`src/rss_pkg.sv`:
```
// Package with constants for the reset source sequencer
package rss_pkg;
  // ---------------------------------------------------------------
  // Clock and timing
  // ---------------------------------------------------------------
  localparam int CLK_PERIOD_PS    = 4000;
  localparam int POR_MIN_US       = 2500;
  localparam int POR_MAX_US       = 10000;
  // Cycles for the minimum power-on delay, rounded up
  localparam int POR_CYCLES       = (POR_MIN_US * 1000 + CLK_PERIOD_PS / 1000 - 1)
                                  / (CLK_PERIOD_PS / 1000);
  localparam int WDT_SEL0_MS      = 5;
  localparam int WDT_SEL1_MS      = 10;
  localparam int WDT_SEL2_MS      = 20;
  localparam int WDT_SEL3_MS      = 80;
  localparam int WDT_SEL0_CYCLES  = (WDT_SEL0_MS * 1000000) / (CLK_PERIOD_PS / 1000);
  localparam int WDT_SEL1_CYCLES  = (WDT_SEL1_MS * 1000000) / (CLK_PERIOD_PS / 1000);
  localparam int WDT_SEL2_CYCLES  = (WDT_SEL2_MS * 1000000) / (CLK_PERIOD_PS / 1000);
  localparam int WDT_SEL3_CYCLES  = (WDT_SEL3_MS * 1000000) / (CLK_PERIOD_PS / 1000);
  localparam int FAST_WAKE_CYCLES = 5;
  localparam int CNT_W            = 25;
  // ---------------------------------------------------------------
  // Reset values
  // ---------------------------------------------------------------
  localparam logic [7:0] PORT_DIR_INPUT = 8'hFF;
  localparam logic [1:0] WDT_SEL_RST    = 2'h0;
endpackage : rss_pkg

```
`src/rss_delay_counter.sv`:
```
// Loadable down counter that flags expiry
`timescale 1ns/1ps
module rss_delay_counter #(
  parameter int W = 25
) (
  input  wire logic         sys_clk,
  input  wire logic         rst_n,
  input  wire logic         clk_en,
  input  wire logic         load,
  input  wire logic [W-1:0] load_val,
  output logic              busy
);
  logic [W-1:0] count_r;

  always_ff @(posedge sys_clk) begin
    if (!rst_n) begin
      count_r <= '0;
    end else if (clk_en) begin
      if (load) begin
        count_r <= load_val;
      end else if (count_r != '0) begin
        count_r <= count_r - 1'b1;
      end
    end
  end

  always_ff @(posedge sys_clk) begin
    if (!rst_n) begin
      busy <= 1'b0;
    end else if (clk_en) begin
      busy <= load || (count_r > {{(W-1){1'b0}}, 1'b1});
    end
  end
endmodule : rss_delay_counter

```
`src/rss_reset_sequencer.sv`:
```
// Reset source merging, pin drive and power-on delay sequencing
`timescale 1ns/1ps
module rss_reset_sequencer #(
  parameter int POR_CYC = rss_pkg::POR_CYCLES,
  parameter int WD0_CYC = rss_pkg::WDT_SEL0_CYCLES,
  parameter int WD1_CYC = rss_pkg::WDT_SEL1_CYCLES,
  parameter int WD2_CYC = rss_pkg::WDT_SEL2_CYCLES,
  parameter int WD3_CYC = rss_pkg::WDT_SEL3_CYCLES
) (
  input  wire logic       sys_clk,
  input  wire logic       rst_n,
  input  wire logic       clk_en,
  input  wire logic       power_on,
  input  wire logic       watchdog_timeout,
  input  wire logic       stop_mode,
  input  wire logic       stop_wake_recovery,
  input  wire logic       low_voltage_detect,
  input  wire logic       brownout_threshold,
  input  wire logic       reset_pin_in,
  input  wire logic       recovery_delay_select,
  input  wire logic [1:0] wdt_select,
  input  wire logic       port_dir_we,
  input  wire logic [7:0] port_dir_wdata,
  output logic            sys_reset_r,
  output logic            reset_pin_out,
  output logic            reset_pin_oe,
  output logic            reset_pullup_en,
  output logic [7:0]      port_dir_input_r,
  output logic [24:0]     wdt_timeout_cycles_r,
  output logic            stop_recovered_r
);
  // ---------------------------------------------------------------
  // Source qualification
  // ---------------------------------------------------------------
  logic [rss_pkg::CNT_W-1:0] load_val;
  logic                      delay_busy;
  logic                      load;
  logic                      delay_load;
  logic                      drive_src;
  logic                      ext_src;
  logic                      wake_src;
  logic                      pin_drive_r;
  logic [2:0]                wake_cnt_r;
  logic                      fast_ok;

  function automatic logic [24:0] wdt_cycles(input logic [1:0] sel);
    unique case (sel)
      2'h0: wdt_cycles = 25'(WD0_CYC);
      2'h1: wdt_cycles = 25'(WD1_CYC);
      2'h2: wdt_cycles = 25'(WD2_CYC);
      2'h3: wdt_cycles = 25'(WD3_CYC);
    endcase
  endfunction : wdt_cycles

  assign drive_src = power_on || watchdog_timeout;
  assign ext_src   = !reset_pin_in && !stop_mode && !pin_drive_r;
  assign wake_src  = stop_mode && stop_wake_recovery;
  assign fast_ok   = wake_cnt_r >= 3'(rss_pkg::FAST_WAKE_CYCLES - 1);
  assign load      = drive_src || ext_src || low_voltage_detect
                  || (wake_src && (recovery_delay_select || fast_ok));
  assign load_val  = rss_pkg::CNT_W'(POR_CYC);
  // delay restarts on every slow source
  assign delay_load = drive_src || ext_src || low_voltage_detect
                   || (wake_src && recovery_delay_select);

  always_ff @(posedge sys_clk) begin
    if (!rst_n) begin
      wake_cnt_r <= 3'h0;
    end else if (clk_en) begin
      if (!wake_src) begin
        wake_cnt_r <= 3'h0;
      end else if (!fast_ok) begin
        wake_cnt_r <= wake_cnt_r + 3'h1;
      end
    end
  end

  rss_delay_counter #(
    .W (rss_pkg::CNT_W)
  ) u_delay (
    .sys_clk  (sys_clk),
    .rst_n    (rst_n),
    .clk_en   (clk_en),
    .load     (delay_load),
    .load_val (load_val),
    .busy     (delay_busy)
  );

  // ---------------------------------------------------------------
  // Internal reset and pin drive
  // ---------------------------------------------------------------
  // hold until delay expires
  always_ff @(posedge sys_clk) begin
    if (!rst_n) begin
      sys_reset_r <= 1'b1;
    end else if (clk_en) begin
      sys_reset_r <= load || delay_busy;
    end
  end

  always_ff @(posedge sys_clk) begin
    if (!rst_n) begin
      pin_drive_r <= 1'b0;
    end else if (clk_en) begin
      if (drive_src) begin
        pin_drive_r <= 1'b1;
      end else if (!delay_busy) begin
        pin_drive_r <= 1'b0;
      end
    end
  end

  // drive low for delay on power-on or watchdog only; never under brownout
  always_ff @(posedge sys_clk) begin
    if (!rst_n) begin
      reset_pin_oe <= 1'b0;
    end else if (clk_en) begin
      reset_pin_oe <= (drive_src || (pin_drive_r && delay_busy)) && !brownout_threshold;
    end
  end

  always_ff @(posedge sys_clk) begin
    if (!rst_n) begin
      reset_pin_out <= 1'b0;
    end else if (clk_en) begin
      reset_pin_out <= 1'b0;
    end
  end

  always_ff @(posedge sys_clk) begin
    if (!rst_n) begin
      reset_pullup_en <= 1'b1;
    end else if (clk_en) begin
      reset_pullup_en <= !((drive_src || (pin_drive_r && delay_busy)) && !brownout_threshold);
    end
  end

  // ---------------------------------------------------------------
  // Port direction, watchdog select and warm start
  // ---------------------------------------------------------------
  // port to input after reset or wake
  always_ff @(posedge sys_clk) begin
    if (!rst_n) begin
      port_dir_input_r <= rss_pkg::PORT_DIR_INPUT;
    end else if (clk_en) begin
      // Forced input wins over a write in the same cycle
      if (load) begin
        port_dir_input_r <= rss_pkg::PORT_DIR_INPUT;
      end else if (port_dir_we) begin
        port_dir_input_r <= port_dir_wdata;
      end
    end
  end

  always_ff @(posedge sys_clk) begin
    if (!rst_n) begin
      wdt_timeout_cycles_r <= wdt_cycles(rss_pkg::WDT_SEL_RST);
    end else if (clk_en) begin
      wdt_timeout_cycles_r <= wdt_cycles(wdt_select);
    end
  end

  always_ff @(posedge sys_clk) begin
    if (!rst_n) begin
      stop_recovered_r <= 1'b0;
    end else if (clk_en) begin
      if (wake_src && (recovery_delay_select || fast_ok)) begin
        stop_recovered_r <= 1'b1;
      end else if (drive_src || ext_src || low_voltage_detect) begin
        stop_recovered_r <= 1'b0;
      end
    end
  end
endmodule : rss_reset_sequencer
```
`config.mk`:
```
export PLATFORM = sky130hd
export DESIGN_NAME = rss_reset_sequencer
export DESIGN_NICKNAME = d
export VERILOG_FILES = /design/src/rss_pkg.sv /design/src/rss_delay_counter.sv /design/src/rss_reset_sequencer.sv
export SDC_FILE = /design/constraint.sdc
export NUM_CORES = 1
export LEC_CHECK = 0
export ABC_CLOCK_PERIOD_IN_PS = 3000
export BUFFER_PORTS_ARGS = -buffer_cell sky130_fd_sc_hd__buf_2
export CORE_UTILIZATION = 54
export CTS_CLUSTER_DIAMETER = 30
export DETAILED_ROUTE_END_ITERATION = 16
export PLACE_DENSITY = 0.8
export SKIP_CTS_REPAIR_TIMING = 1
export SLEW_MARGIN = 25
export SYNTH_ARGS = -nofsm -noshare
export SYNTH_HDL_FRONTEND = slang
export SYNTH_SLANG_ARGS = --single-unit
export TNS_END_PERCENT = 1
```
`constraint.sdc`:
```
create_clock -name sys_clk -period 3 [get_ports sys_clk]
set_input_delay 0.6 -clock sys_clk [delete_from_list [all_inputs] [get_ports sys_clk]]
set_output_delay 0.6 -clock sys_clk [all_outputs]
set_load 0.05 [all_outputs]
```
==> metrics, run 1 <==
# clock sinks=53; Reg power frac=48.4%; synth top area cells=dfxtp_1, nand2_1, a21oi_1; Slew Limit Fails=0; unique cell type count in the Yosys netlist=58; Iteration-0 DRC Markers=223; Critical Path End Type=register; status=complete, no violations; RSZ-0062 raised after global routing=no; Worst-Margin Slew=0.657 ns; Crit Path Max Fanout=22; CTS buffer count=5; Async S/R FF share, synth=0%; post-synthesis sequential area ratio=39.6%; Yosys top cell by area=dfxtp_1; via count=2,428; CP delay by family, top=simple AND/OR/NAND/NOR gates; Remaining DRCs=0; P_sw=0.494 mW; Max Clk Rate=0.394 GHz; total negative slack=0 ns; CTS H-tree depth=2; Main synth FF type=dfxtp_1; Mean Syn Cell Area=8.43 sq um; Clock Tree Root=clkbuf_8; critical path type=register to register; Yosys top cell area share=39.6%; Initial Util=56.4%; DR vias/cell=5.69; Combinational Power Share=21.0%; WL/cell=13.6 um; Cell Count, Final, Fillers Out=427; EDFF count, synth=0; clock power share=30.6%; Max clock buf depth=2; first-pass GRT wire length=9630 um; Tcrit/Tclk final=84.7%; Synth top cells by count=dfxtp_1, nand2_1, a21oi_1; share of cells above drive strength 1=21.9%; Int Pwr=1.09 mW; Worst Path Arrival=2.75 ns; HPWL after DPL=4090 um; largest net degree at the start of global routing=35; clk_skew=0.00802 ns; final net count=389; Static Leak=1.23 nW; PwrDens=528 mW/mm^2; std cell rows=25; WP data required=3.20 ns; Synth Cell Area=0.00268 sq mm; Detailed Routing Iterations Pass 1=4; crit-path max cell delay=0.56 ns; routability cong.=0.818; Final min period=2.54 ns; Die Wd=72.5 um; number of global-route vias before repair=2,166; worst hold slack=0.461 ns; final setup fails=0; Syn. warnings=0; Hold Fails Final Rpt=0; ant diodes=0; slew margin rel.=56.2%; Placeable Area=0.00475 sq mm; Worst Setup Start Kind=register; I/O Pins=60; IO buf count=52; initial antenna violation count=0; GRT overflow=0; area growth from synthesis to layout=11.7%; Die H=72.5 um; CP cell instances=or4_4 -> nor4_1 -> a41o_2 -> buf_4 -> nor3b_1 -> o21ba_2; clock latency on the worst-skew pair=0.31 ns; CTS tree=built; crit path buf inv count=1; Net Sw Frac=31.2%; placed cells=419; WL final=5800 um; Syn Inst Count=318; Max Cap Violations=0; Post-DRT Antenna Nets=0; die area=0.00525 sq mm; Yosys reg bits=53; Worst-path clk slew=0.10 ns; worst min path class=register to register; CP max stage cell=or4_4; most numerous cell in the Yosys netlist=dfxtp_1; maximum vdd drop=380 uV; total global-route track usage=23.1%
## placed cells by master, fill, tap and decap left out, types with 5 or more instances in the layout
cell / count
o21ai_0: 12
nand3_1: 19
a21oi_1: 26
clkbuf_8: 5
or3_1: 9
o31ai_1: 12
dfxtp_1: 53
nand2_1: 37
ha_1: 8
or4_1: 9
nor3_1: 9
nor2_1: 21
conb_1: 7
buf_4: 7
nor4_1: 6
buf_2: 52
inv_1: 6
## power by group through the flow
stage	registers (mW)	logic [mW]	clock network [mW]
2_1_floorplan	0.831	0.219	0
5_1_grt	0.770	0.360	0.527
3_3_place_gp	0.779	0.322	0
4_1_cts	0.764	0.331	0.497
6_report	0.765	0.331	0.484
3_5_place_dp	0.780	0.329	0
## worst paths after layout
check / to / slack, ns / cells after the start / startpoint
worst max-delay path: u_delay.count_r[13] / 0.46 / 6 / u_delay.count_r[16]
worst min-delay path: wdt_timeout_cycles_r[8] / 0.46 / 1 / wdt_timeout_cycles_r[8]
worst max register to register: u_delay.count_r[13] / 0.46 / 6 / u_delay.count_r[16]
worst min register to register: wdt_timeout_cycles_r[8] / 0.46 / 1 / wdt_timeout_cycles_r[8]
## area by class of cell
| class | count | area [sq um] |
|---|---|---|
| clock buffers | 6 | 72.6 |
| clock inverters | 2 | 38.8 |
| fillers | 420 | 1760 |
| inverters | 7 | 26.3 |
| multi-input cells | 233 | 1400 |
| flip-flops and latches | 53 | 1060 |
| well taps | 67 | 83.8 |
| repair buffers | 59 | 313 |
## worst register-to-register path: stages, from the launching register on
cell	delay, ns
dfxtp_1	0.37
or4_4	0.56
nor4_1	0.48
a41o_2	0.53
buf_4	0.25
nor3b_1	0.06
o21ba_2	0.18
## per-stage QoR
stage	instance area (sq um)	util, %	setup slack [ns]	power (mW)
floorplan	2700	-	0.699	1.05
global placement	2880	60.6	0.502	1.10
detailed placement	2880	60.6	0.454	1.11
CTS	2990	63.0	0.466	1.59
global route	2990	63.0	0.294	1.66
finish	2990	63.0	0.460	1.58
## sequential cells by signal, indices dropped and copies added (netlist names)
register and cells:
u_delay.count_r 25, wake_cnt_r 3, u_delay.busy 1, reset_pin_oe 1, pin_drive_r 1, wdt_timeout_cycles_r 11
sys_reset_r 1, reset_pullup_en 1, stop_recovered_r 1, port_dir_input_r 8
## per-layer routing
layer	share of wire, %	vias to the layer above	GRT usage (%)
met5	0	-	0
met4	1.2	0	7.84
met3	5.7	9	4.31
met2	49	70	39.4
met1	44	1123	29.4
li1	-	1226	-
## cells by family (layout without fill, tap and decap cells)
logic type                 Yosys count  in the layout  share of synthesized area [%]
and+or+nand+nor                    141            141                           28.3
AOI/OAI and AO/OA                   72             72                           17.3
DFF                                 53             53                           39.6
buffers and inverters               38             74                           9.10
adders and majority gates            8              8                           3.73
muxes                                4              4                           1.49
other                                1              7                          0.140
xor gates and xnor gates             1              1                          0.327
Note: power is estimated with default switching activity, not from simulation.
==> run 2, diff against run 1 <==
--- a/config.mk
+++ b/config.mk
@@ -5,9 +5,10 @@
 export SDC_FILE = /design/constraint.sdc
 export NUM_CORES = 1
 export LEC_CHECK = 0
-export ABC_CLOCK_PERIOD_IN_PS = 3000
+export ABC_AREA = 1
+export ABC_CLOCK_PERIOD_IN_PS = 2700
 export BUFFER_PORTS_ARGS = -buffer_cell sky130_fd_sc_hd__buf_2
-export CORE_UTILIZATION = 54
+export CORE_UTILIZATION = 55
 export CTS_CLUSTER_DIAMETER = 30
 export DETAILED_ROUTE_END_ITERATION = 16
 export PLACE_DENSITY = 0.8
==> constraint.sdc (replaced) <==
create_clock -name sys_clk -period 2.7 [get_ports sys_clk]
set_input_delay 0.54 -clock sys_clk [delete_from_list [all_inputs] [get_ports sys_clk]]
set_output_delay 0.54 -clock sys_clk [all_outputs]
set_load 0.05 [all_outputs]
==> run 2 against run 1 <==
  * Die area rose by 12%
  * Non-clock buffer count decreased by 4
  * Fmax is 33% higher
  * Clock power decreased by 5.8%
  * Final cell count rose by 29%
  * Register-to-register slack improved by 0.33 ns
  * Critical endpoint is now u_delay.count_r[18]
  * Largest cell class unchanged
==> metrics, run 2 <==
status=complete, no violations; CTS tree=built; Static Leak=1.59 nW (+29%); Main synth FF type=dfxtp_1; CTS buffer count=5 (unchanged); std cell rows=26 (+4.0%); final setup fails=0 (unchanged); largest net degree at the start of global routing=25 (-29%); total negative slack=0 ns (unchanged); WL/cell=12.2 um (-10%); post-synthesis sequential area ratio=34.4% (-5.1 points); share of cells above drive strength 1=24.4% (+2.5 points); CTS H-tree depth=2 (unchanged); via count=2,771 (+14%); clock latency on the worst-skew pair=0.31 ns (about the same); Mean Syn Cell Area=7.05 sq um (-16%); IO buf count=52 (unchanged); Worst-path clk slew=0.10 ns (about the same); Die H=76.8 um (+6.0%); ant diodes=0 (unchanged); PwrDens=522 mW/mm^2 (-1.1%); RSZ-0062 raised after global routing=no; Iteration-0 DRC Markers=132 (-41%); Die Wd=76.8 um (+6.0%); hold path cells=3 (+2); Detailed Routing Iterations Pass 1=4 (unchanged); Max Cap Violations=0 (unchanged); Max clock buf depth=2 (unchanged); most frequent cells in the layout=nand2_1, nor2_1, dfxtp_1; Clock Tree Root=clkbuf_8; Synth top cells by count=nand2_1, nor2_1, dfxtp_1; final worst slack=0.792 ns (+0.332 ns); clk_skew=0.00491 ns (-0.00310 ns); Syn Inst Count=437 (+37%); Initial Util=58.8% (+2.4 points); synth top area cells=dfxtp_1, nand2_1, nor2_1; WHS Endpoint=port_dir_input_r[5]; Crit Path Max Fanout=23 (+4.5%); Synth Cell Area=0.00308 sq mm (+15%); Biggest register=u_delay.count_r; HPWL after DPL=4840 um (+18%); Slew Limit Fails=0 (unchanged); Worst Setup Start Kind=register; dpl ws=0.604 ns (+0.150 ns); Post-DRT Antenna Nets=0 (unchanged); Worst Path Arrival=2.12 ns (-0.63 ns); Filler cells=488 (+16%); Reg2Reg Setup Slack=0.79 ns (+0.33 ns); maximum vdd drop=307 uV (-19%); worst min path class=input pin to register; die area=0.00590 sq mm (+12%); first-pass GRT wire length=11,500 um (+20%); Async S/R FF share, synth=0% (unchanged); min-delay src=port_dir_wdata[5]; Critical Path End Type=register; initial antenna violation count=0 (unchanged); Worst-Margin Slew=0.576 ns (-0.0811 ns); Remaining DRCs=0 (unchanged); Placeable Area=0.00524 sq mm (+10%); # clock sinks=53 (unchanged); critical path type=register to register; GRT overflow=0 (unchanged); max FFs per register=25 (unchanged); worst reg2reg path startpoint=u_delay.count_r[0]; EDFF count, synth=0 (unchanged); Yosys reg bits=53 (unchanged); Largest regs=u_delay.count_r: 25 flops, wdt_timeout_cycles_r: 11 flops, port_dir_input_r: 8 flops; total global-route track usage=23.9% (+0.75 points); Yosys top cell area share=34.4% (-5.1 points); Yosys top cell by area=dfxtp_1; reg-to-reg endpoint=u_delay.count_r[18]; final net count=508 (+31%); WL final=6700 um (+16%); area growth from synthesis to layout=9.34%; cell count of the worst reg-to-reg path=10 (+4); DR vias/cell=5.05 (-11%); routability cong.=0.862 (+5.4%); commonest non-fill, non-tap cell in the layout=nand2_1; Hold Fails Final Rpt=0 (unchanged); slew margin rel.=61.5% (+5.3 points); I/O Pins=60 (unchanged); Syn. warnings=0 (unchanged); Tcrit/Tclk final=70.7% (-14 points); Max Clk Rate=0.524 GHz (+33%); most numerous cell in the Yosys netlist=nand2_1; Final min period=1.91 ns (-0.632 ns); number of global-route vias before repair=2,570 (+19%); unique cell type count in the Yosys netlist=37 (-36%); WP data required=2.91 ns (-0.29 ns)
-- run 2: cell type report --
type                    instances  area (sq um)  share of cell area [%]
clock inverters                 2          15.0                   0.446
inverters                      33           124                    3.68
multi-input cells             330          1730                    51.2
repair buffers                 55           283                    8.40
clock buffers                   6          72.6                    2.15
well taps                      70          87.6                    2.60
flip-flops and latches         53          1060                    31.5
-- run 2: routing by layer --
metal	track usage (%)	vias up	wire length [um]
met5	0	-	0
met4	7.31	0	95
met3	4.76	13	305
met2	41.9	69	3310
met1	29.1	1252	2990
li1	-	1437	-
-- run 2: kinds of logic (layout without fill, tap and decap cells) --
group / after synthesis / count (layout) / share of synthesized area, %
other cells: 1 / 7 / 0.122
flops: 53 / 53 / 34.4
fa+ha+maj: 8 / 8 / 3.25
buf+inv: 60 / 96 / 10.3
xor+xnor: 10 / 10 / 2.84
compound gates: 46 / 46 / 10.7
simple gates: 259 / 259 / 38.3
-- run 2: worst max-delay path, stage by stage (launching register included) --
cell and delay, ns:
dfxtp_1 0.42, inv_1 0.12, ha_1 0.21, nand2_1 0.08
nor2_2 0.06, nand2_4 0.10, nor2_8 0.04, a21oi_4 0.49
nand3_1 0.14, nand2_1 0.10, nor2_1 0.04
-- run 2: stage by stage --
stage / total power [mW] / instance area [sq um] / hold slack, ns / util, % / instances
CTS: 1.76 / 3370 / 0.435 / 64.3 / 549
detailed placement: 1.32 / 3280 / 0.437 / 62.6 / 541
global route: 1.84 / 3370 / 0.424 / 64.3 / 549
global placement: 1.31 / 3280 / 0.436 / 62.6 / 541
finish: 1.76 / 3370 / 0.437 / 64.3 / 549
floorplan: 1.24 / 3100 / 0.447 / - / 443
-- run 2: worst max-delay path by stage --
stage                       startpoint             endpoint  slack (ns)  depth (start not counted)
floorplan                     power_on  port_dir_input_r[0]        1.01                         11
global placement              power_on  u_delay.count_r[21]        0.64                         11
detailed placement            power_on  u_delay.count_r[21]        0.60                         11
CTS                 u_delay.count_r[0]  u_delay.count_r[18]        0.77                         10
global route        u_delay.count_r[0]   u_delay.count_r[7]        0.63                          9
finish              u_delay.count_r[0]  u_delay.count_r[18]        0.79                         10
-- run 2: power breakdown --
part / internal, mW / switching [mW] / leakage, nW / total, mW
logic: 0.120 / 0.332 / 1.11 / 0.452
clock network: 0.183 / 0.272 / 0.0374 / 0.456
registers: 0.819 / 0.0309 / 0.435 / 0.850
total: 1.12 / 0.635 / 1.59 / 1.76
==> run 3, diff against run 2 <==
--- a/config.mk
+++ b/config.mk
@@ -6,12 +6,12 @@
 export NUM_CORES = 1
 export LEC_CHECK = 0
 export ABC_AREA = 1
-export ABC_CLOCK_PERIOD_IN_PS = 2700
+export ABC_CLOCK_PERIOD_IN_PS = 1700
 export BUFFER_PORTS_ARGS = -buffer_cell sky130_fd_sc_hd__buf_2
-export CORE_UTILIZATION = 55
+export CORE_UTILIZATION = 50
 export CTS_CLUSTER_DIAMETER = 30
 export DETAILED_ROUTE_END_ITERATION = 16
-export PLACE_DENSITY = 0.8
+export PLACE_DENSITY = 0.76
 export SKIP_CTS_REPAIR_TIMING = 1
 export SLEW_MARGIN = 25
 export SYNTH_ARGS = -nofsm -noshare
==> constraint.sdc (replaced) <==
create_clock -name sys_clk -period 1.7 [get_ports sys_clk]
set_input_delay 0.34 -clock sys_clk [delete_from_list [all_inputs] [get_ports sys_clk]]
set_output_delay 0.34 -clock sys_clk [all_outputs]
set_load 0.05 [all_outputs]
==> run 3 against run 2 <==
  * Worst hold slack worse by 0.21 ns
  * Clock skew up 0.00067 ns
  * Sequential cell count unchanged
  * Critical endpoint is now u_delay.count_r[4]
==> metrics, run 3 (synthesized netlist as in run 2, its figures left out) <==
status=complete, no violations; via count=2,987 (+7.8%); Reg2Reg Setup Slack=0.03 ns (-0.76 ns); initial antenna violation count=0 (unchanged); Final min period=1.67 ns (-0.237 ns); Slew Limit Fails=0 (unchanged); Int Pwr=1.86 mW (+65%); PwrDens=774 mW/mm^2 (+48%); std cell rows=28 (+7.7%); ant diodes=0 (unchanged); share of cells above drive strength 1=32.6% (+8.1 points); Largest regs=u_delay.count_r: 25 flops, wdt_timeout_cycles_r: 11 flops, port_dir_input_r: 8 flops; first-pass GRT wire length=11,600 um (+0.78%); final net count=542 (+6.7%); commonest non-fill, non-tap cell in the layout=nand2_1; crit-path max cell delay=0.39 ns (-0.10 ns); critical path type=register to register; Clock Tree Root=clkbuf_8; clk_skew=0.00558 ns (+0.000667 ns); Die Wd=80.5 um (+4.8%); Filler cells=507 (+3.9%); DP Area=0.00352 sq mm (+7.4%); Tot Pwr=2.92 mW (+66%); Net Sw Frac=36.4% (+0.23 points); Detailed Routing Iterations Pass 1=5 (+1); Static Leak=1.79 nW (+13%); Die H=80.5 um (+4.8%); HPWL after DPL=5140 um (+6.2%); # clock sinks=53 (unchanged); final worst slack=0.0292 ns (-0.763 ns); die area=0.00648 sq mm (+9.7%); Worst-path clk slew=0.10 ns (about the same); critical path's most frequent cell=nand2_4; Biggest register=u_delay.count_r; CTS H-tree depth=2 (unchanged); WP data required=1.96 ns (-0.95 ns); largest net degree at the start of global routing=24 (-4.0%); Hold Fails Final Rpt=0 (unchanged); worst min path class=input pin to register; DR vias/cell=5.08 (+0.65%); Remaining DRCs=0 (unchanged); max FFs per register=25 (unchanged); CTS buffer count=5 (unchanged); routability cong.=0.844 (-2.2%); Post-DRT Antenna Nets=0 (unchanged); P_sw=1.06 mW (+67%); final setup fails=0 (unchanged); GRT overflow=0 (unchanged); Max Clk Rate=0.599 GHz (+14%); total global-route track usage=22.8% (-1.1 points); WL final=7350 um (+9.7%); number of global-route vias before repair=2,704 (+5.2%); most frequent cells in the layout=nand2_1, nor2_1, buf_2; CTS tree=built; Worst Setup Start Kind=register; IO buf count=52 (unchanged); fin area=0.00377 sq mm (+12%); worst hold slack=0.230 ns (-0.207 ns); Max clock buf depth=2 (unchanged); Iteration-0 DRC Markers=306 (+130%); clock power share=25.2% (-0.7 points); CP max stage cell=dfxtp_1; maximum vdd drop=504 uV (+64%); Worst Path Arrival=1.93 ns (-0.19 ns); CP cell instances=nor2_4 -> nand2_1 -> nor2_2 -> nand2_4 -> nor2_8 -> nand2_4 -> nand2_8 -> buf_12 -> nand2_2 -> a21oi_2; Tcrit/Tclk final=98.3% (+28 points); Crit Path Max Fanout=8 (-65%); dpl ws=-0.0751 ns (-0.679 ns); area growth from synthesis to layout=22.4%; RSZ-0062 raised after global routing=yes; Placeable Area=0.00592 sq mm (+13%); clock latency on the worst-skew pair=0.32 ns (about the same); Combinational Power Share=28.7% (+3.0 points); Initial Util=52.0% (-6.8 points); Critical Path End Type=register; Reg power frac=46.0% (-2.4 points); Max Cap Violations=0 (unchanged); I/O Pins=60 (unchanged); WL/cell=12.5 um (+2.4%)
run 3: final timing paths:
check / startpoint / depth (start not counted) / endpoint
max: u_delay.count_r[2] / 10 / u_delay.count_r[4]
min reg2reg: reset_pin_oe / 1 / reset_pin_oe
min: port_dir_wdata[2] / 3 / port_dir_input_r[2]
max reg2reg: u_delay.count_r[2] / 10 / u_delay.count_r[4]
run 3: critical path: cells and delay by family (launching register included):
kind | cells | cell delay, ns
AOI/OAI and AO/OA | 1 | 0.13
buffers and inverters | 1 | 0.14
DFF | 1 | 0.39
and+or+nand+nor | 8 | 0.96
run 3: power by group through the flow:
stage          Clock (mW)  Combinational [mW]  Sequential [mW]
6_report            0.736               0.838             1.34
5_1_grt             0.798               0.911             1.35
4_1_cts             0.745               0.779             1.34
3_5_place_dp            0               0.776             1.37
3_3_place_gp            0               0.765             1.36
2_1_floorplan           0               0.480             1.49
run 3: layout make-up:
class | count | area, sq um | share of cell area [%]
Clock buffer | 6 | 72.6 | 1.92
Timing Repair Buffer | 88 | 593 | 15.7
Tap cell | 75 | 93.8 | 2.49
Sequential cell | 53 | 1060 | 28.2
Multi-Input combinational cell | 331 | 1810 | 48.0
Inverter | 33 | 124 | 3.29
Clock inverter | 2 | 15.0 | 0.398
run 3: per-stage QoR:
step           instances  setup TNS, ns  utilization (%)
6_report             588              0             63.7
4_1_cts              582          -1.02             61.0
3_3_place_gp         574      -0.000711             59.5
3_5_place_dp         574         -0.725             59.5
5_1_grt              588         -0.493             63.7
2_1_floorplan        443              0                -
run 3: routing by layer:
metal  up-vias  GRT usage [%]  wire length, um
met4         0           6.79              117
met5         -              0                0
li1       1512              -                -
met1      1377           29.5             3300
met3        14           3.86              319
met2        84           38.4             3620
